==> src/common/sadc_defs.svh <==
// Purpose: constants of the converter control block
// Assumes: 32-bit apb data, one aligned word per register
// Notes:   included by bare name
// Summary of operation
// - each conversion yields a 10-bit successive approximation result, right-justified
// - one 5-bit channel select field routes at most one source to sample-hold
// - 19 channels on the small variant, 21 on the large one
// - channel select value ten is the die temperature voltage
// - bit clock from system clock /2, /4, /8, /16, /32, /64 or the rc source
// - rc conversion clock is the internal oscillator divided by sixteen
// - a conversion takes eleven bit periods, msb first
// - divided sources follow the system clock; only rc is independent of it
// - temperature circuit powered only while its enable bit is set
// - temperature enable does not affect overtemperature shutdown
// - completion raises an interrupt request that can wake from sleep
// - with converter on, setting the in-progress bit starts a conversion
// - at end: clear in-progress bit, set done flag, load result pair
// - early clear aborts, keeps old result, waits two bit periods
// - with rc clock the start is delayed one extra instruction cycle
`ifndef SADC_DEFS_SVH
`define SADC_DEFS_SVH

`define SADC_OFF_CTRL0    8'h00
`define SADC_OFF_CTRL1    8'h04
`define SADC_OFF_ABE      8'h08
`define SADC_OFF_RES_HI   8'h0c
`define SADC_OFF_RES_LO   8'h10
`define SADC_OFF_STATUS   8'h14
`define SADC_OFF_MASK     8'h18

`define SADC_C0_ON        0
`define SADC_C0_GO        1
`define SADC_C0_CHS_LSB   2
`define SADC_C0_CHS_MSB   6
`define SADC_ST_DONE      0
`define SADC_ST_ABORT     1
`define SADC_ST_W         2

`define SADC_RES_W        10
`define SADC_CHS_W        5
`define SADC_CKS_W        3
`define SADC_CH_TEMP      5'h0a
`define SADC_DIV_2        6'h01
`define SADC_DIV_4        6'h03
`define SADC_DIV_8        6'h07
`define SADC_DIV_16       6'h0f
`define SADC_DIV_32       6'h1f
`define SADC_DIV_64       6'h3f
`define SADC_RC_DIV       4'hf
`define SADC_CONV_LAST    4'ha
`define SADC_ABORT_TADS   2'h2
`define SADC_INSTR_NS     100
`define SADC_CLK_MHZ      40
`define SADC_INSTR_CYC    ((`SADC_INSTR_NS * `SADC_CLK_MHZ + 999) / 1000)

`endif

==> src/common/sadc_pkg.sv <==
// Purpose: types of the converter control block
// Assumes: nothing
// Notes:   constants live in sadc_defs.svh
package sadc_pkg;
	typedef enum logic [1:0] {
		ST_IDLE,
		ST_RC_WAIT,
		ST_CONV,
		ST_ABORT
	} sadc_state_t;
endpackage : sadc_pkg

==> src/common/sadc_ctl_if.sv <==
// Purpose: carrier between the sequencer and its two helpers
// Assumes: one clock
// Notes:   none
`timescale 1ns/100ps
`default_nettype none
interface sadc_ctl_if;
	logic       run;
	logic [2:0] clk_sel;
	logic       tad;
	logic       rc_sel;
	logic [4:0] chan;
	logic       route_en;
	logic       temp_en;
	modport seq (output run, output clk_sel, input tad, input rc_sel,
		output chan, output route_en, output temp_en);
	modport tadgen (input run, input clk_sel, output tad, output rc_sel);
	modport mux (input chan, input route_en, input temp_en);
endinterface : sadc_ctl_if
`default_nettype wire

==> src/design/sadc_ctrl.sv <==
// Purpose: successive approximation converter control with apb registers
// Assumes: cmp_hi is the comparator result for the current trial word
// Notes:   zero wait apb slave; unmapped addresses answer pslverr
//
// The implementer's own choices: the address map and the APB register port.
`timescale 1ns/100ps
`default_nettype none
`include "sadc_defs.svh"
module sadc_ctrl #(
	parameter int NUM_CH      = 21,
	parameter int INSTR_CYC   = `SADC_INSTR_CYC
) (
	input  wire logic              pclk,
	input  wire logic              presetn,
	input  wire logic              psel,
	input  wire logic              penable,
	input  wire logic              pwrite,
	input  wire logic [7:0]        paddr,
	input  wire logic [31:0]       pwdata,
	output logic      [31:0]       prdata,
	output logic                   pready,
	output logic                   pslverr,
	input  wire logic              osc_tick,
	input  wire logic              sleep_mode,
	input  wire logic              cmp_hi,
	input  wire logic              ot_trip,
	output logic      [9:0]        dac_trial,
	output logic                   sample_hold,
	output logic      [NUM_CH-1:0] chan_route,
	output logic                   temp_power,
	output logic                   ot_shutdown,
	output logic                   irq
);
	initial begin
		if (INSTR_CYC < 1 || INSTR_CYC > 255) begin
			$error("INSTR_CYC out of range");
		end
	end

	////////////////////////////////////////////////////////////////////////
	sadc_ctl_if ctl ();

	sadc_tad_gen u_tad (
		.pclk     (pclk),
		.presetn  (presetn),
		.osc_tick (osc_tick),
		.ctl      (ctl.tadgen)
	);

	sadc_chan_mux #(.NUM_CH(NUM_CH)) u_mux (
		.pclk       (pclk),
		.presetn    (presetn),
		.ctl        (ctl.mux),
		.chan_route (chan_route),
		.temp_power (temp_power)
	);

	////////////////////////////////////////////////////////////////////////
	// registers and sequencer state
	sadc_pkg::sadc_state_t state_reg, state_next;
	logic                  on_reg, on_next;
	logic                  go_reg, go_next;
	logic [4:0]            chs_reg, chs_next;
	logic [2:0]            cks_reg, cks_next;
	logic                  tsen_reg, tsen_next;
	logic [9:0]            res_reg, res_next;
	logic [9:0]            sar_reg, sar_next;
	logic [3:0]            tcnt_reg, tcnt_next;
	logic [7:0]            wcnt_reg, wcnt_next;
	logic [1:0]            status_reg, status_next;
	logic [1:0]            mask_reg, mask_next;
	logic [31:0]           rd_reg, rd_next;
	logic                  err_reg, err_next;
	logic                  setup, wr, hit, done_ev, abort_ev, start_ev, go_wr_lo;
	logic [9:0]            bit_mask;

	function automatic logic mapped(input logic [7:0] a);
		case (a)
			`SADC_OFF_CTRL0, `SADC_OFF_CTRL1, `SADC_OFF_ABE, `SADC_OFF_RES_HI,
			`SADC_OFF_RES_LO, `SADC_OFF_STATUS, `SADC_OFF_MASK: mapped = 1'b1;
			default: mapped = 1'b0;
		endcase
	endfunction : mapped

	assign setup    = psel && !penable;
	assign wr       = psel && penable && pwrite;
	assign hit      = mapped(paddr);
	assign pready   = 1'b1;
	assign pslverr  = psel && penable && err_reg;
	assign prdata   = rd_reg;
	assign go_wr_lo = wr && (paddr == `SADC_OFF_CTRL0) && !pwdata[`SADC_C0_GO];
	// bit resolved in the current period: tcnt 1 -> b9 ... tcnt 10 -> b0
	assign bit_mask = (tcnt_reg >= 4'h1 && tcnt_reg <= `SADC_CONV_LAST) ?
		10'h200 >> (tcnt_reg - 4'h1) : 10'h000;

	assign ctl.run      = (state_reg == sadc_pkg::ST_CONV) || (state_reg == sadc_pkg::ST_ABORT);
	assign ctl.clk_sel  = cks_reg;
	assign ctl.chan     = chs_reg;
	assign ctl.route_en = on_reg;
	assign ctl.temp_en  = tsen_reg;
	assign ot_shutdown  = ot_trip;
	assign irq          = |(status_reg & mask_reg);

	////////////////////////////////////////////////////////////////////////
	// sequencer
	always_comb begin
		state_next = state_reg;
		sar_next   = sar_reg;
		tcnt_next  = tcnt_reg;
		wcnt_next  = wcnt_reg;
		res_next   = res_reg;
		done_ev    = 1'b0;
		abort_ev   = 1'b0;
		start_ev   = 1'b0;
		case (state_reg)
			sadc_pkg::ST_IDLE: begin
				if (on_reg && wr && (paddr == `SADC_OFF_CTRL0) && pwdata[`SADC_C0_GO]) begin
					start_ev   = 1'b1;
					tcnt_next  = 4'h0;
					sar_next   = 10'h000;
					wcnt_next  = 8'h00;
					state_next = ctl.rc_sel ? sadc_pkg::ST_RC_WAIT : sadc_pkg::ST_CONV;
				end
			end
			sadc_pkg::ST_RC_WAIT: begin
				wcnt_next = wcnt_reg + 8'h01;
				if (go_wr_lo || !on_reg) begin
					abort_ev   = 1'b1;
					tcnt_next  = 4'h0;
					state_next = sadc_pkg::ST_ABORT;
				end else if (wcnt_reg == 8'(INSTR_CYC - 1)) begin
					state_next = sadc_pkg::ST_CONV;
				end
			end
			sadc_pkg::ST_CONV: begin
				// sleep without the rc clock stops the conversion
				if (go_wr_lo || !on_reg || (sleep_mode && !ctl.rc_sel)) begin
					abort_ev   = 1'b1;
					tcnt_next  = 4'h0;
					state_next = sadc_pkg::ST_ABORT;
				end else if (ctl.tad) begin
					if (cmp_hi) begin
						sar_next = sar_reg | bit_mask;
					end
					tcnt_next = tcnt_reg + 4'h1;
					if (tcnt_reg == `SADC_CONV_LAST) begin
						res_next   = cmp_hi ? (sar_reg | bit_mask) : sar_reg;
						done_ev    = 1'b1;
						state_next = sadc_pkg::ST_IDLE;
					end
				end
			end
			sadc_pkg::ST_ABORT: begin
				if (ctl.tad) begin
					tcnt_next = tcnt_reg + 4'h1;
					if (tcnt_reg == 4'(`SADC_ABORT_TADS - 2'h1)) begin
						state_next = sadc_pkg::ST_IDLE;
					end
				end
			end
			default: begin
				state_next = sadc_pkg::ST_IDLE;
			end
		endcase
	end

	////////////////////////////////////////////////////////////////////////
	// software registers
	always_comb begin
		on_next     = on_reg;
		go_next     = go_reg;
		chs_next    = chs_reg;
		cks_next    = cks_reg;
		tsen_next   = tsen_reg;
		mask_next   = mask_reg;
		status_next = status_reg;
		rd_next     = rd_reg;
		err_next    = err_reg;
		if (wr) begin
			case (paddr)
				`SADC_OFF_CTRL0: begin
					on_next  = pwdata[`SADC_C0_ON];
					chs_next = pwdata[`SADC_C0_CHS_MSB:`SADC_C0_CHS_LSB];
				end
				`SADC_OFF_CTRL1: cks_next  = pwdata[`SADC_CKS_W-1:0];
				`SADC_OFF_ABE:   tsen_next = pwdata[0];
				`SADC_OFF_STATUS: status_next = status_reg & ~pwdata[`SADC_ST_W-1:0];
				`SADC_OFF_MASK:  mask_next = pwdata[`SADC_ST_W-1:0];
				default: begin
				end
			endcase
		end
		// hardware set wins over a same-cycle software clear
		if (done_ev) begin
			status_next[`SADC_ST_DONE] = 1'b1;
		end
		if (abort_ev) begin
			status_next[`SADC_ST_ABORT] = 1'b1;
		end
		if (start_ev) begin
			go_next = 1'b1;
		end else if (done_ev || abort_ev || state_reg == sadc_pkg::ST_IDLE) begin
			go_next = 1'b0;
		end
		if (setup) begin
			err_next = !hit;
			case (paddr)
				`SADC_OFF_CTRL0:  rd_next = {25'h0, chs_reg, go_reg, on_reg};
				`SADC_OFF_CTRL1:  rd_next = {29'h0, cks_reg};
				`SADC_OFF_ABE:    rd_next = {31'h0, tsen_reg};
				`SADC_OFF_RES_HI: rd_next = {30'h0, res_reg[9:8]};
				`SADC_OFF_RES_LO: rd_next = {24'h0, res_reg[7:0]};
				`SADC_OFF_STATUS: rd_next = {30'h0, status_reg};
				`SADC_OFF_MASK:   rd_next = {30'h0, mask_reg};
				default:          rd_next = 32'h0000_0000;
			endcase
		end
	end

	always_ff @(posedge pclk or negedge presetn) begin
		if (!presetn) begin
			state_reg  <= sadc_pkg::ST_IDLE;
			sar_reg    <= '0;
			tcnt_reg   <= '0;
			wcnt_reg   <= '0;
			res_reg    <= '0;
			on_reg     <= 1'b0;
			go_reg     <= 1'b0;
			chs_reg    <= '0;
			cks_reg    <= '0;
			tsen_reg   <= 1'b0;
			mask_reg   <= '0;
			status_reg <= '0;
			rd_reg     <= '0;
			err_reg    <= 1'b0;
		end else begin
			state_reg  <= state_next;
			sar_reg    <= sar_next;
			tcnt_reg   <= tcnt_next;
			wcnt_reg   <= wcnt_next;
			res_reg    <= res_next;
			on_reg     <= on_next;
			go_reg     <= go_next;
			chs_reg    <= chs_next;
			cks_reg    <= cks_next;
			tsen_reg   <= tsen_next;
			mask_reg   <= mask_next;
			status_reg <= status_next;
			rd_reg     <= rd_next;
			err_reg    <= err_next;
		end
	end

	always_ff @(posedge pclk or negedge presetn) begin
		if (!presetn) begin
			dac_trial   <= '0;
			sample_hold <= 1'b1;
		end else begin
			dac_trial   <= sar_next | ((state_next == sadc_pkg::ST_CONV) ?
				(10'h200 >> (tcnt_next - 4'h1)) & {10{tcnt_next != 4'h0}} : 10'h000);
			// hold capacitor disconnected only while bits resolve
			sample_hold <= (state_next != sadc_pkg::ST_CONV);
		end
	end
endmodule : sadc_ctrl
`default_nettype wire

==> src/design/sadc_tad_gen.sv <==
// Purpose: bit period enable pulse generator
// Assumes: osc_tick is a one-cycle pulse per internal oscillator period
// Notes:   counters restart when run falls, so the first period is whole
`timescale 1ns/100ps
`default_nettype none
`include "sadc_defs.svh"
module sadc_tad_gen (
	input  wire logic pclk,
	input  wire logic presetn,
	input  wire logic osc_tick,
	sadc_ctl_if.tadgen ctl
);
	logic [5:0] div_reg;
	logic [5:0] div_next;
	logic [3:0] rc_reg;
	logic [3:0] rc_next;
	logic [5:0] limit;
	logic       is_rc;

	function automatic logic [5:0] div_of(input logic [2:0] sel);
		case (sel[1:0])
			2'h0:    div_of = sel[2] ? `SADC_DIV_4 : `SADC_DIV_2;
			2'h1:    div_of = sel[2] ? `SADC_DIV_16 : `SADC_DIV_8;
			2'h2:    div_of = sel[2] ? `SADC_DIV_64 : `SADC_DIV_32;
			default: div_of = `SADC_DIV_8;
		endcase
	endfunction : div_of

	////////////////////////////////////////////////////////////////////////
	assign is_rc      = (ctl.clk_sel[1:0] == 2'h3);
	assign ctl.rc_sel = is_rc;
	assign limit      = div_of(ctl.clk_sel);

	always_comb begin
		div_next = '0;
		rc_next  = '0;
		ctl.tad  = 1'b0;
		if (ctl.run && !is_rc) begin
			// counts pclk directly, so it tracks any system clock change
			div_next = (div_reg == limit) ? 6'h00 : div_reg + 6'h01;
			ctl.tad  = (div_reg == limit);
		end else if (ctl.run) begin
			rc_next = osc_tick ? rc_reg + 4'h1 : rc_reg;
			ctl.tad = osc_tick && (rc_reg == `SADC_RC_DIV);
		end
	end

	always_ff @(posedge pclk or negedge presetn) begin
		if (!presetn) begin
			div_reg <= '0;
			rc_reg  <= '0;
		end else begin
			div_reg <= div_next;
			rc_reg  <= rc_next;
		end
	end
endmodule : sadc_tad_gen
`default_nettype wire

==> src/design/sadc_chan_mux.sv <==
// Purpose: one-hot channel route and temperature circuit power
// Assumes: the analog mux closes the switch whose bit is high
// Notes:   out-of-range selects route nothing rather than alias
`timescale 1ns/100ps
`default_nettype none
`include "sadc_defs.svh"
module sadc_chan_mux #(
	parameter int NUM_CH = 21
) (
	input  wire logic              pclk,
	input  wire logic              presetn,
	sadc_ctl_if.mux                ctl,
	output logic     [NUM_CH-1:0]  chan_route,
	output logic                   temp_power
);
	initial begin
		if (NUM_CH < 11 || NUM_CH > 32) begin
			$error("NUM_CH out of range");
		end
	end

	////////////////////////////////////////////////////////////////////////
	genvar g;
	generate
		for (g = 0; g < NUM_CH; g++) begin : g_route
			always_ff @(posedge pclk or negedge presetn) begin
				if (!presetn) begin
					chan_route[g] <= 1'b0;
				end else begin
					chan_route[g] <= ctl.route_en && (ctl.chan == 5'(g));
				end
			end
		end
	endgenerate

	always_ff @(posedge pclk or negedge presetn) begin
		if (!presetn) begin
			temp_power <= 1'b0;
		end else begin
			temp_power <= ctl.temp_en;
		end
	end
endmodule : sadc_chan_mux
`default_nettype wire

==> config.mk <==
export PLATFORM = sky130hd
export DESIGN_NAME = sadc_ctrl
export DESIGN_NICKNAME = d
export VERILOG_FILES = /design/src/common/sadc_pkg.sv /design/src/common/sadc_ctl_if.sv /design/src/design/sadc_ctrl.sv /design/src/design/sadc_tad_gen.sv /design/src/design/sadc_chan_mux.sv
export VERILOG_INCLUDE_DIRS = /design/src /design/src/common
export SDC_FILE = /design/constraint.sdc
export NUM_CORES = 1
export LEC_CHECK = 0
export BUFFER_PORTS_ARGS = -buffer_cell sky130_fd_sc_hd__buf_2
export CELL_PAD_IN_SITES_DETAIL_PLACEMENT = 0
export CELL_PAD_IN_SITES_GLOBAL_PLACEMENT = 1
export CORE_UTILIZATION = 42
export DETAILED_ROUTE_END_ITERATION = 6
export GPL_TIMING_DRIVEN = 0
export PLACE_DENSITY_LB_ADDON = 0.08
export SLEW_MARGIN = 0
export SYNTH_ARGS = -nofsm -noshare
export SYNTH_HDL_FRONTEND = slang
export SYNTH_HIERARCHICAL = 1
export SYNTH_SLANG_ARGS = --single-unit
==> constraint.sdc <==
create_clock -name pclk -period 3.65 [get_ports pclk]
set_clock_uncertainty 0.1 [all_clocks]
set_input_delay 1.095 -clock pclk [delete_from_list [all_inputs] [get_ports pclk]]
set_output_delay 1.095 -clock pclk [all_outputs]
set_load 0.005 [all_outputs]
==> results.md, run 1 <==
- Status: complete, no violations
- Final Wtd Congestion: 0.8328
- Via density: 5.099
- Power per Cell Area: 494.5 nW/um2
- CP Launch Point: cks_reg[0]$_DFFE_PN0P_
- FFs w/ async S/R, synth: 100.0%
- Top FF cell, synth: dfrtp_1
- Die width: 114.8 um
- Multi-input gate area: 2535 um2
- CTS tree: yes
- Setup violators final: 0
- Post-DP HPWL: 8.933 mm
- Worst reg2reg path startpoint: cks_reg[0]$_DFFE_PN0P_
- FILL cells: 1141
- Total global routing overflow: 0
- Avg Inst Size Synth: 10.03 um2
- WHS: 0.3223 ns
- CP cell instances: inv_1 > ha_1 > a211oi_2 > xnor2_1 > or3_1 > nor3b_2 > o21a_2 > nor4bb_1 > o21ai_0 > o2bb2ai_1 > a32oi_2 > and2_1 > buf_2 > a41o_1
- Placed inst area: 5993 um2
- I/O Buffers: 64
- Layout Nets: 710
- Least-Margin Pin Slew: 0.7699 ns
- Final wirelength: 12.10 mm
- Total negative slack: 0 ns
- Tmin final: 3.424 ns
- Clock Sinks: 101
- Die height: 114.8 um
- Ant diodes: 0
- Post-synthesis instance total: 533
- Worst-Skew Late Latency: 0.35 ns
- Crit path largest cell delay: 0.44 ns
- DP Cell Count: 789
- Most frequent cell after synthesis: dfrtp_1
- Reg area: 2531 um2
- Number of flip-flops in the largest register: 21
- Setup Crit Path Kind: reg -> reg
- Starting density of the core: 43.78%
- Design Power: 3.154 mW
- Gr usage total: 19.47%
- Initial antenna violation count: 0
- Top cells by count, synth: 100 x dfrtp_1, 51 x nor2_1, 37 x nand2_1
- Final Hold Vio Count: 0
- Final cycle utilization of the critical path: 93.80%
- Core Box Area: 12210 um2
- Clock transition at path regs: 0.07 ns
- Clk buf depth: 2
- Worst R2R End: dac_trial[7]$_DFF_PN0_
- Startpoint types: flop
- Fin area: 6379 um2
- # IOs: 118
- Largest net degree at the start of global routing: 73
- Share of cells above drive strength 1: 23.91%
- Worst Reg2Reg Path Length in Cells: 14
- VDD IR max: 0.0002919 V
- DRC marker count from the first detailed-route iteration: 234
- CTS buffer count: 9
- Synth top area cells: dfrtp_1 47%, ha_1 5.1%, buf_4 3.7%
- H-tree depth reported by CTS: 3
- Routed via count: 4140
- WP data required: 3.84 ns
- Worst setup EP type: flop
- Leak Pwr: 3.082 nW
- Highest Clock Rate: 0.2921 GHz
- Unique cell type count in the Yosys netlist: 76
- Synthesis Warnings: 6
- Critical-path top delay cell: dfrtp_2
- Die area: 13180 um2
- Reg2Reg Setup Slack: 0.23 ns
- Sequential area share after synthesis: 47.30%
- Yosys top cell by area: dfrtp_1
- Global-route wire length before repair: 19.73 mm
- Most flops, register: u_mux/chan_route
- DRC Markers: 0
- Final Max Slew Viols: 0
- WL/cell: 14.90 um
- Detailed Routing Iterations Pass 1: 4
- Max_slew headroom: 48.20%
- Mapped cell area: 5346 um2
- Post-synth EDFFs: 0
- Number of global-route vias before repair: 3893
- Top-area cell type share of the netlist area: 46.81%
- Max cap viols: 0
- Worst Hold Class: reg -> reg
- CP Max Fanout: 8
- FF+latch count, synth: 101
- Antenna Violating Nets Remaining: 0
- End of the critical path: dac_trial[7]$_DFF_PN0_
- Arrival time worst endpoint: 3.62 ns
- CTS root buffer: clkbuf_16
- Area delta synth->final: 19.31%
- Row count: 40
- Fin cells: 812
layout by cell type (no fill, tap or decap), drive strengths merged, types with 22 or more instances in the layout:
cell      n
ha       22
buf     105
conb     25
nor2     52
o21ai    22
a21oi    36
dfrtp   100
clkbuf   23
inv      24
nand2    37
repair_timing:
action,CTS,global route
hold buffers,0,0
pin swaps,0,2
buffers inserted,0,7
resized for setup,2,3
endpoints found under the setup margin,9,11
area by class of cell:
cell class                      count  area share [%]
Multi-Input combinational cell    388           39.74
Sequential cell                   101           39.68
Inverter                           20           1.216
Clock inverter                      7           1.412
Buffer                             47           4.806
Tap cell                          168           3.295
Timing Repair Buffer               72           6.316
Clock buffer                        9           3.531
worst min-delay path by stage:
| stage | cells past startpoint | slack, ns | to | from |
|---|---|---|---|---|
| 4_1_cts | 0 | 0.33 | u_mux/temp_power$_DFF_PN0_ | ctl.temp_en$_DFFE_PN0P_ |
| 3_5_place_dp | 0 | 0.30 | u_mux/temp_power$_DFF_PN0_ | ctl.temp_en$_DFFE_PN0P_ |
| 6_report | 0 | 0.32 | u_mux/temp_power$_DFF_PN0_ | ctl.temp_en$_DFFE_PN0P_ |
| 5_1_grt | 0 | 0.35 | u_mux/temp_power$_DFF_PN0_ | ctl.temp_en$_DFFE_PN0P_ |
| 3_3_place_gp | 0 | 0.29 | u_mux/temp_power$_DFF_PN0_ | ctl.temp_en$_DFFE_PN0P_ |
| 2_1_floorplan | 0 | 0.27 | u_mux/temp_power$_DFF_PN0_ | ctl.temp_en$_DFFE_PN0P_ |
layer usage:
| metal | vias up | wire length [um] | global-route usage [%] |
|---|---|---|---|
| met5 | - | 0 | 0 |
| met4 | 0 | 209 | 7.706 |
| met3 | 16 | 548 | 3.374 |
| met2 | 106 | 5532 | 30.71 |
| met1 | 1943 | 5808 | 26.77 |
| li1 | 2075 | - | - |
critical path, delay by kind of cell (launching register included):
kind            cells  cell delay (ns)
compound gates      6             1.26
buf+inv             2             0.30
simple gates        4             0.91
xor+xnor            1             0.12
flops               1             0.44
fa+ha+maj           1             0.25
power breakdown:
part,internal [mW],switching (mW)
registers,1.19,0.0805
clock network,0.552,0.470
logic,0.338,0.528
per-stage QoR:
step / util (%) / worst slack [ns]
floorplan: - / 0.3827
global placement: 48.83 / -0.1960
detailed placement: 49.08 / -0.1337
CTS: 51.73 / 0.02694
global route: 52.23 / -0.01376
finish: 52.23 / 0.2263
cell families (layout without fill, tap and decap cells):
logic type | after synthesis | after routing | synth area share [%]
AND/OR/NAND/NOR | 191 | 191 | 19.28
AO/OA/AOI/OAI | 121 | 121 | 15.35
flip-flops | 101 | 101 | 47.30
buffers and inverters | 67 | 155 | 7.185
adder cells (fa/ha/maj) | 22 | 22 | 5.149
multiplexers | 18 | 18 | 3.651
XOR/XNOR | 11 | 11 | 1.942
other | 2 | 25 | 0.1405
No activity file was read; power rests on OpenSTA's default activity.
==> run 2, diff against run 1 <==
--- a/config.mk
+++ b/config.mk
@@ -11,2 +11,3 @@
 export CELL_PAD_IN_SITES_GLOBAL_PLACEMENT = 1
+export CORE_MARGIN = 8
 export CORE_UTILIZATION = 42
--- a/constraint.sdc
+++ b/constraint.sdc
@@ -4,2 +4,2 @@
 set_output_delay 1.095 -clock pclk [all_outputs]
-set_load 0.005 [all_outputs]
+set_load 0.02 [all_outputs]
==> run 2 against run 1 <==
Net effect:
- flip-flop and latch count stayed put
- power is 1.0% higher
- critical path depth stayed put
- global-route usage is 3.4 points lower
- combinational power is 5.2% higher
- cell count is 0.25% higher
- worst hold slack better by 0.0032 ns
- die area is 26% higher
- non-clock buffer count is 2 lower
- clock-buffer cell count is 2 higher
- register-to-register slack worse by 0.07 ns
- critical endpoint is now dac_trial[8]$_DFF_PN0_
- largest cell class unchanged
- largest power group unchanged
==> results.md, run 2 (same netlist as run 1, synthesis figures left out) <==
- Antenna Violating Nets Remaining: 0
- Max cap viols: 0
- CP cell instances: inv_1 > ha_1 > a211oi_2 > xnor2_1 > or3_1 > nor3b_2 > o21a_2 > nor4bb_2 > o21ai_0 > o2bb2ai_1 > a32oi_2 > and2_1 > clkbuf_4 > a41o_1
- Number of flip-flops in the largest register: 21
- Final Wtd Congestion: 0.8451
- CTS buffer count: 9
- Die height: 128.8 um
- Starting density of the core: 42.71%
- Row count: 41
- Critical-path top delay cell: dfrtp_2
- DRC Markers: 0
- CTS tree: yes
- Final Hold Vio Count: 0
- Startpoint types: flop
- Via density: 5.170
- Final wirelength: 12.92 mm
- VDD IR max: 0.0002878 V
- Largest net degree at the start of global routing: 52
- Final core occ: 50.97%
- Worst slack at placement: -0.2084 ns
- Clk buf depth: 2
- Clock Sinks: 101
- Commonest non-fill, non-tap cell in the layout: dfrtp_1
- CTS root buffer: clkbuf_16
- Critical path buffers and inverters: 2
- Worst-Skew Late Latency: 0.35 ns
- Arrival time worst endpoint: 3.68 ns
- Ant diodes: 0
- Global-route wire length before repair: 21.04 mm
- Core Box Area: 12520 um2
- Number of global-route vias before repair: 4048
- Final cycle utilization of the critical path: 95.84%
- Most frequent cells in the layout: 98 x dfrtp_1, 64 x buf_2, 51 x nor2_1
- Delay-heaviest family, CP: compound AO/OA/AOI/OAI gates
- Detailed Routing Iterations Pass 1: 5
- DRC marker count from the first detailed-route iteration: 284
- Worst Hold Class: reg -> reg
- Design Power: 3.188 mW
- WL/cell: 15.87 um
- Fin cells: 814
- CP Max Fanout: 8
- Routed via count: 4208
- Status: complete, no violations
- Share of cells above drive strength 1: 23.83%
- Die area: 16600 um2
- WP data required: 3.84 ns
- Gr usage total: 16.06%
- H-tree depth reported by CTS: 3
- Worst setup EP type: flop
- # IOs: 118
- Area delta synth->final: 19.33%
- Most flops, register: u_mux/chan_route
- Setup violators final: 0
- Setup Crit Path Kind: reg -> reg
- Die width: 128.8 um
- Max_slew headroom: 45.09%
- Highest Clock Rate: 0.2859 GHz
- Power per Cell Area: 499.6 nW/um2
- Final Max Slew Viols: 0
- I/O Buffers: 64
- Post-DP HPWL: 9.619 mm
- Final worst slack: 0.1517 ns
- Clock transition at path regs: 0.07 ns
- Crit path largest cell delay: 0.44 ns
- Layout Nets: 708
- Tmin final: 3.498 ns
- DP Cell Count: 793
- Initial antenna violation count: 0
- Total negative slack: 0 ns
- Least-Margin Pin Slew: 0.8162 ns
- Leak Pwr: 3.066 nW
- Total global routing overflow: 0
==> run 2: cell count changes in the layout (fill, tap and decap cells not counted), sizes merged <==
cell,change
clkinvlp,+2
clkbuf,+3
clkinv,-2
inv,-2
buf,-3
==> run 2: metrics by stage <==
step	area, um2	hold slack (ns)
3_3_place_gp	5968	0.2908
4_1_cts	6327	0.3218
3_5_place_dp	5998	0.3057
2_1_floorplan	5433	0.2695
5_1_grt	6380	0.3374
6_report	6380	0.3255
==> run 2: repair_timing <==
item,CTS,global route
cloned,0,0
resized for setup,4,3
setup endpoints to repair,11,10
buffers inserted,0,5
pin swaps,0,2
hold buffers,0,0
==> run 2: worst reg2reg max path, stage by stage, from the launching register on <==
cell       delay [ns]
dfrtp_2          0.44
inv_1            0.11
ha_1             0.25
a211oi_2         0.22
xnor2_1          0.12
or3_1            0.33
nor3b_2          0.22
o21a_2           0.21
nor4bb_2         0.23
o21ai_0          0.14
o2bb2ai_1        0.18
a32oi_2          0.33
and2_1           0.19
clkbuf_4         0.18
a41o_1           0.18
==> run 2: path summary, 6_finish.rpt <==
check	start	endpoint	slack (ns)	depth (start not counted)
worst max register to register	cks_reg[0]$_DFFE_PN0P_	dac_trial[8]$_DFF_PN0_	0.15	14
worst min-delay path	ctl.temp_en$_DFFE_PN0P_	u_mux/temp_power$_DFF_PN0_	0.33	0
worst min register to register	ctl.temp_en$_DFFE_PN0P_	u_mux/temp_power$_DFF_PN0_	0.33	0
max in group asynchronous	presetn	u_mux/chan_route[15]$_DFF_PN0_	2.08	2
worst max-delay path	cks_reg[0]$_DFFE_PN0P_	dac_trial[8]$_DFF_PN0_	0.15	14
min in group asynchronous	presetn	u_tad/div_reg[4]$_DFF_PN0_	0.69	1
==> run 2: layout make-up <==
class / count / area, um2
clock inverters: 5 / 65.06
inverters: 20 / 77.57
plain buffers: 47 / 309.0
flip-flops and latches: 101 / 2531
repair buffers: 70 / 387.9
well taps: 172 / 215.2
fillers: 1192 / 6137
multi-input cells: 388 / 2541
clock buffers: 11 / 252.7
==> run 2: per-layer routing <==
metal	routed length, um	track usage, %	vias up
met5	0	0	-
met1	6000	21.27	1994
met4	173	6.496	0
li1	-	-	2071
met2	5929	25.15	132
met3	811	3.269	11
==> run 2: where the power goes <==
group	leakage [nW]	switching (mW)	internal, mW
Clock	0.150	0.435	0.576
Combinational	1.54	0.565	0.345
Sequential	1.38	0.0790	1.19
Total	3.07	1.08	2.11
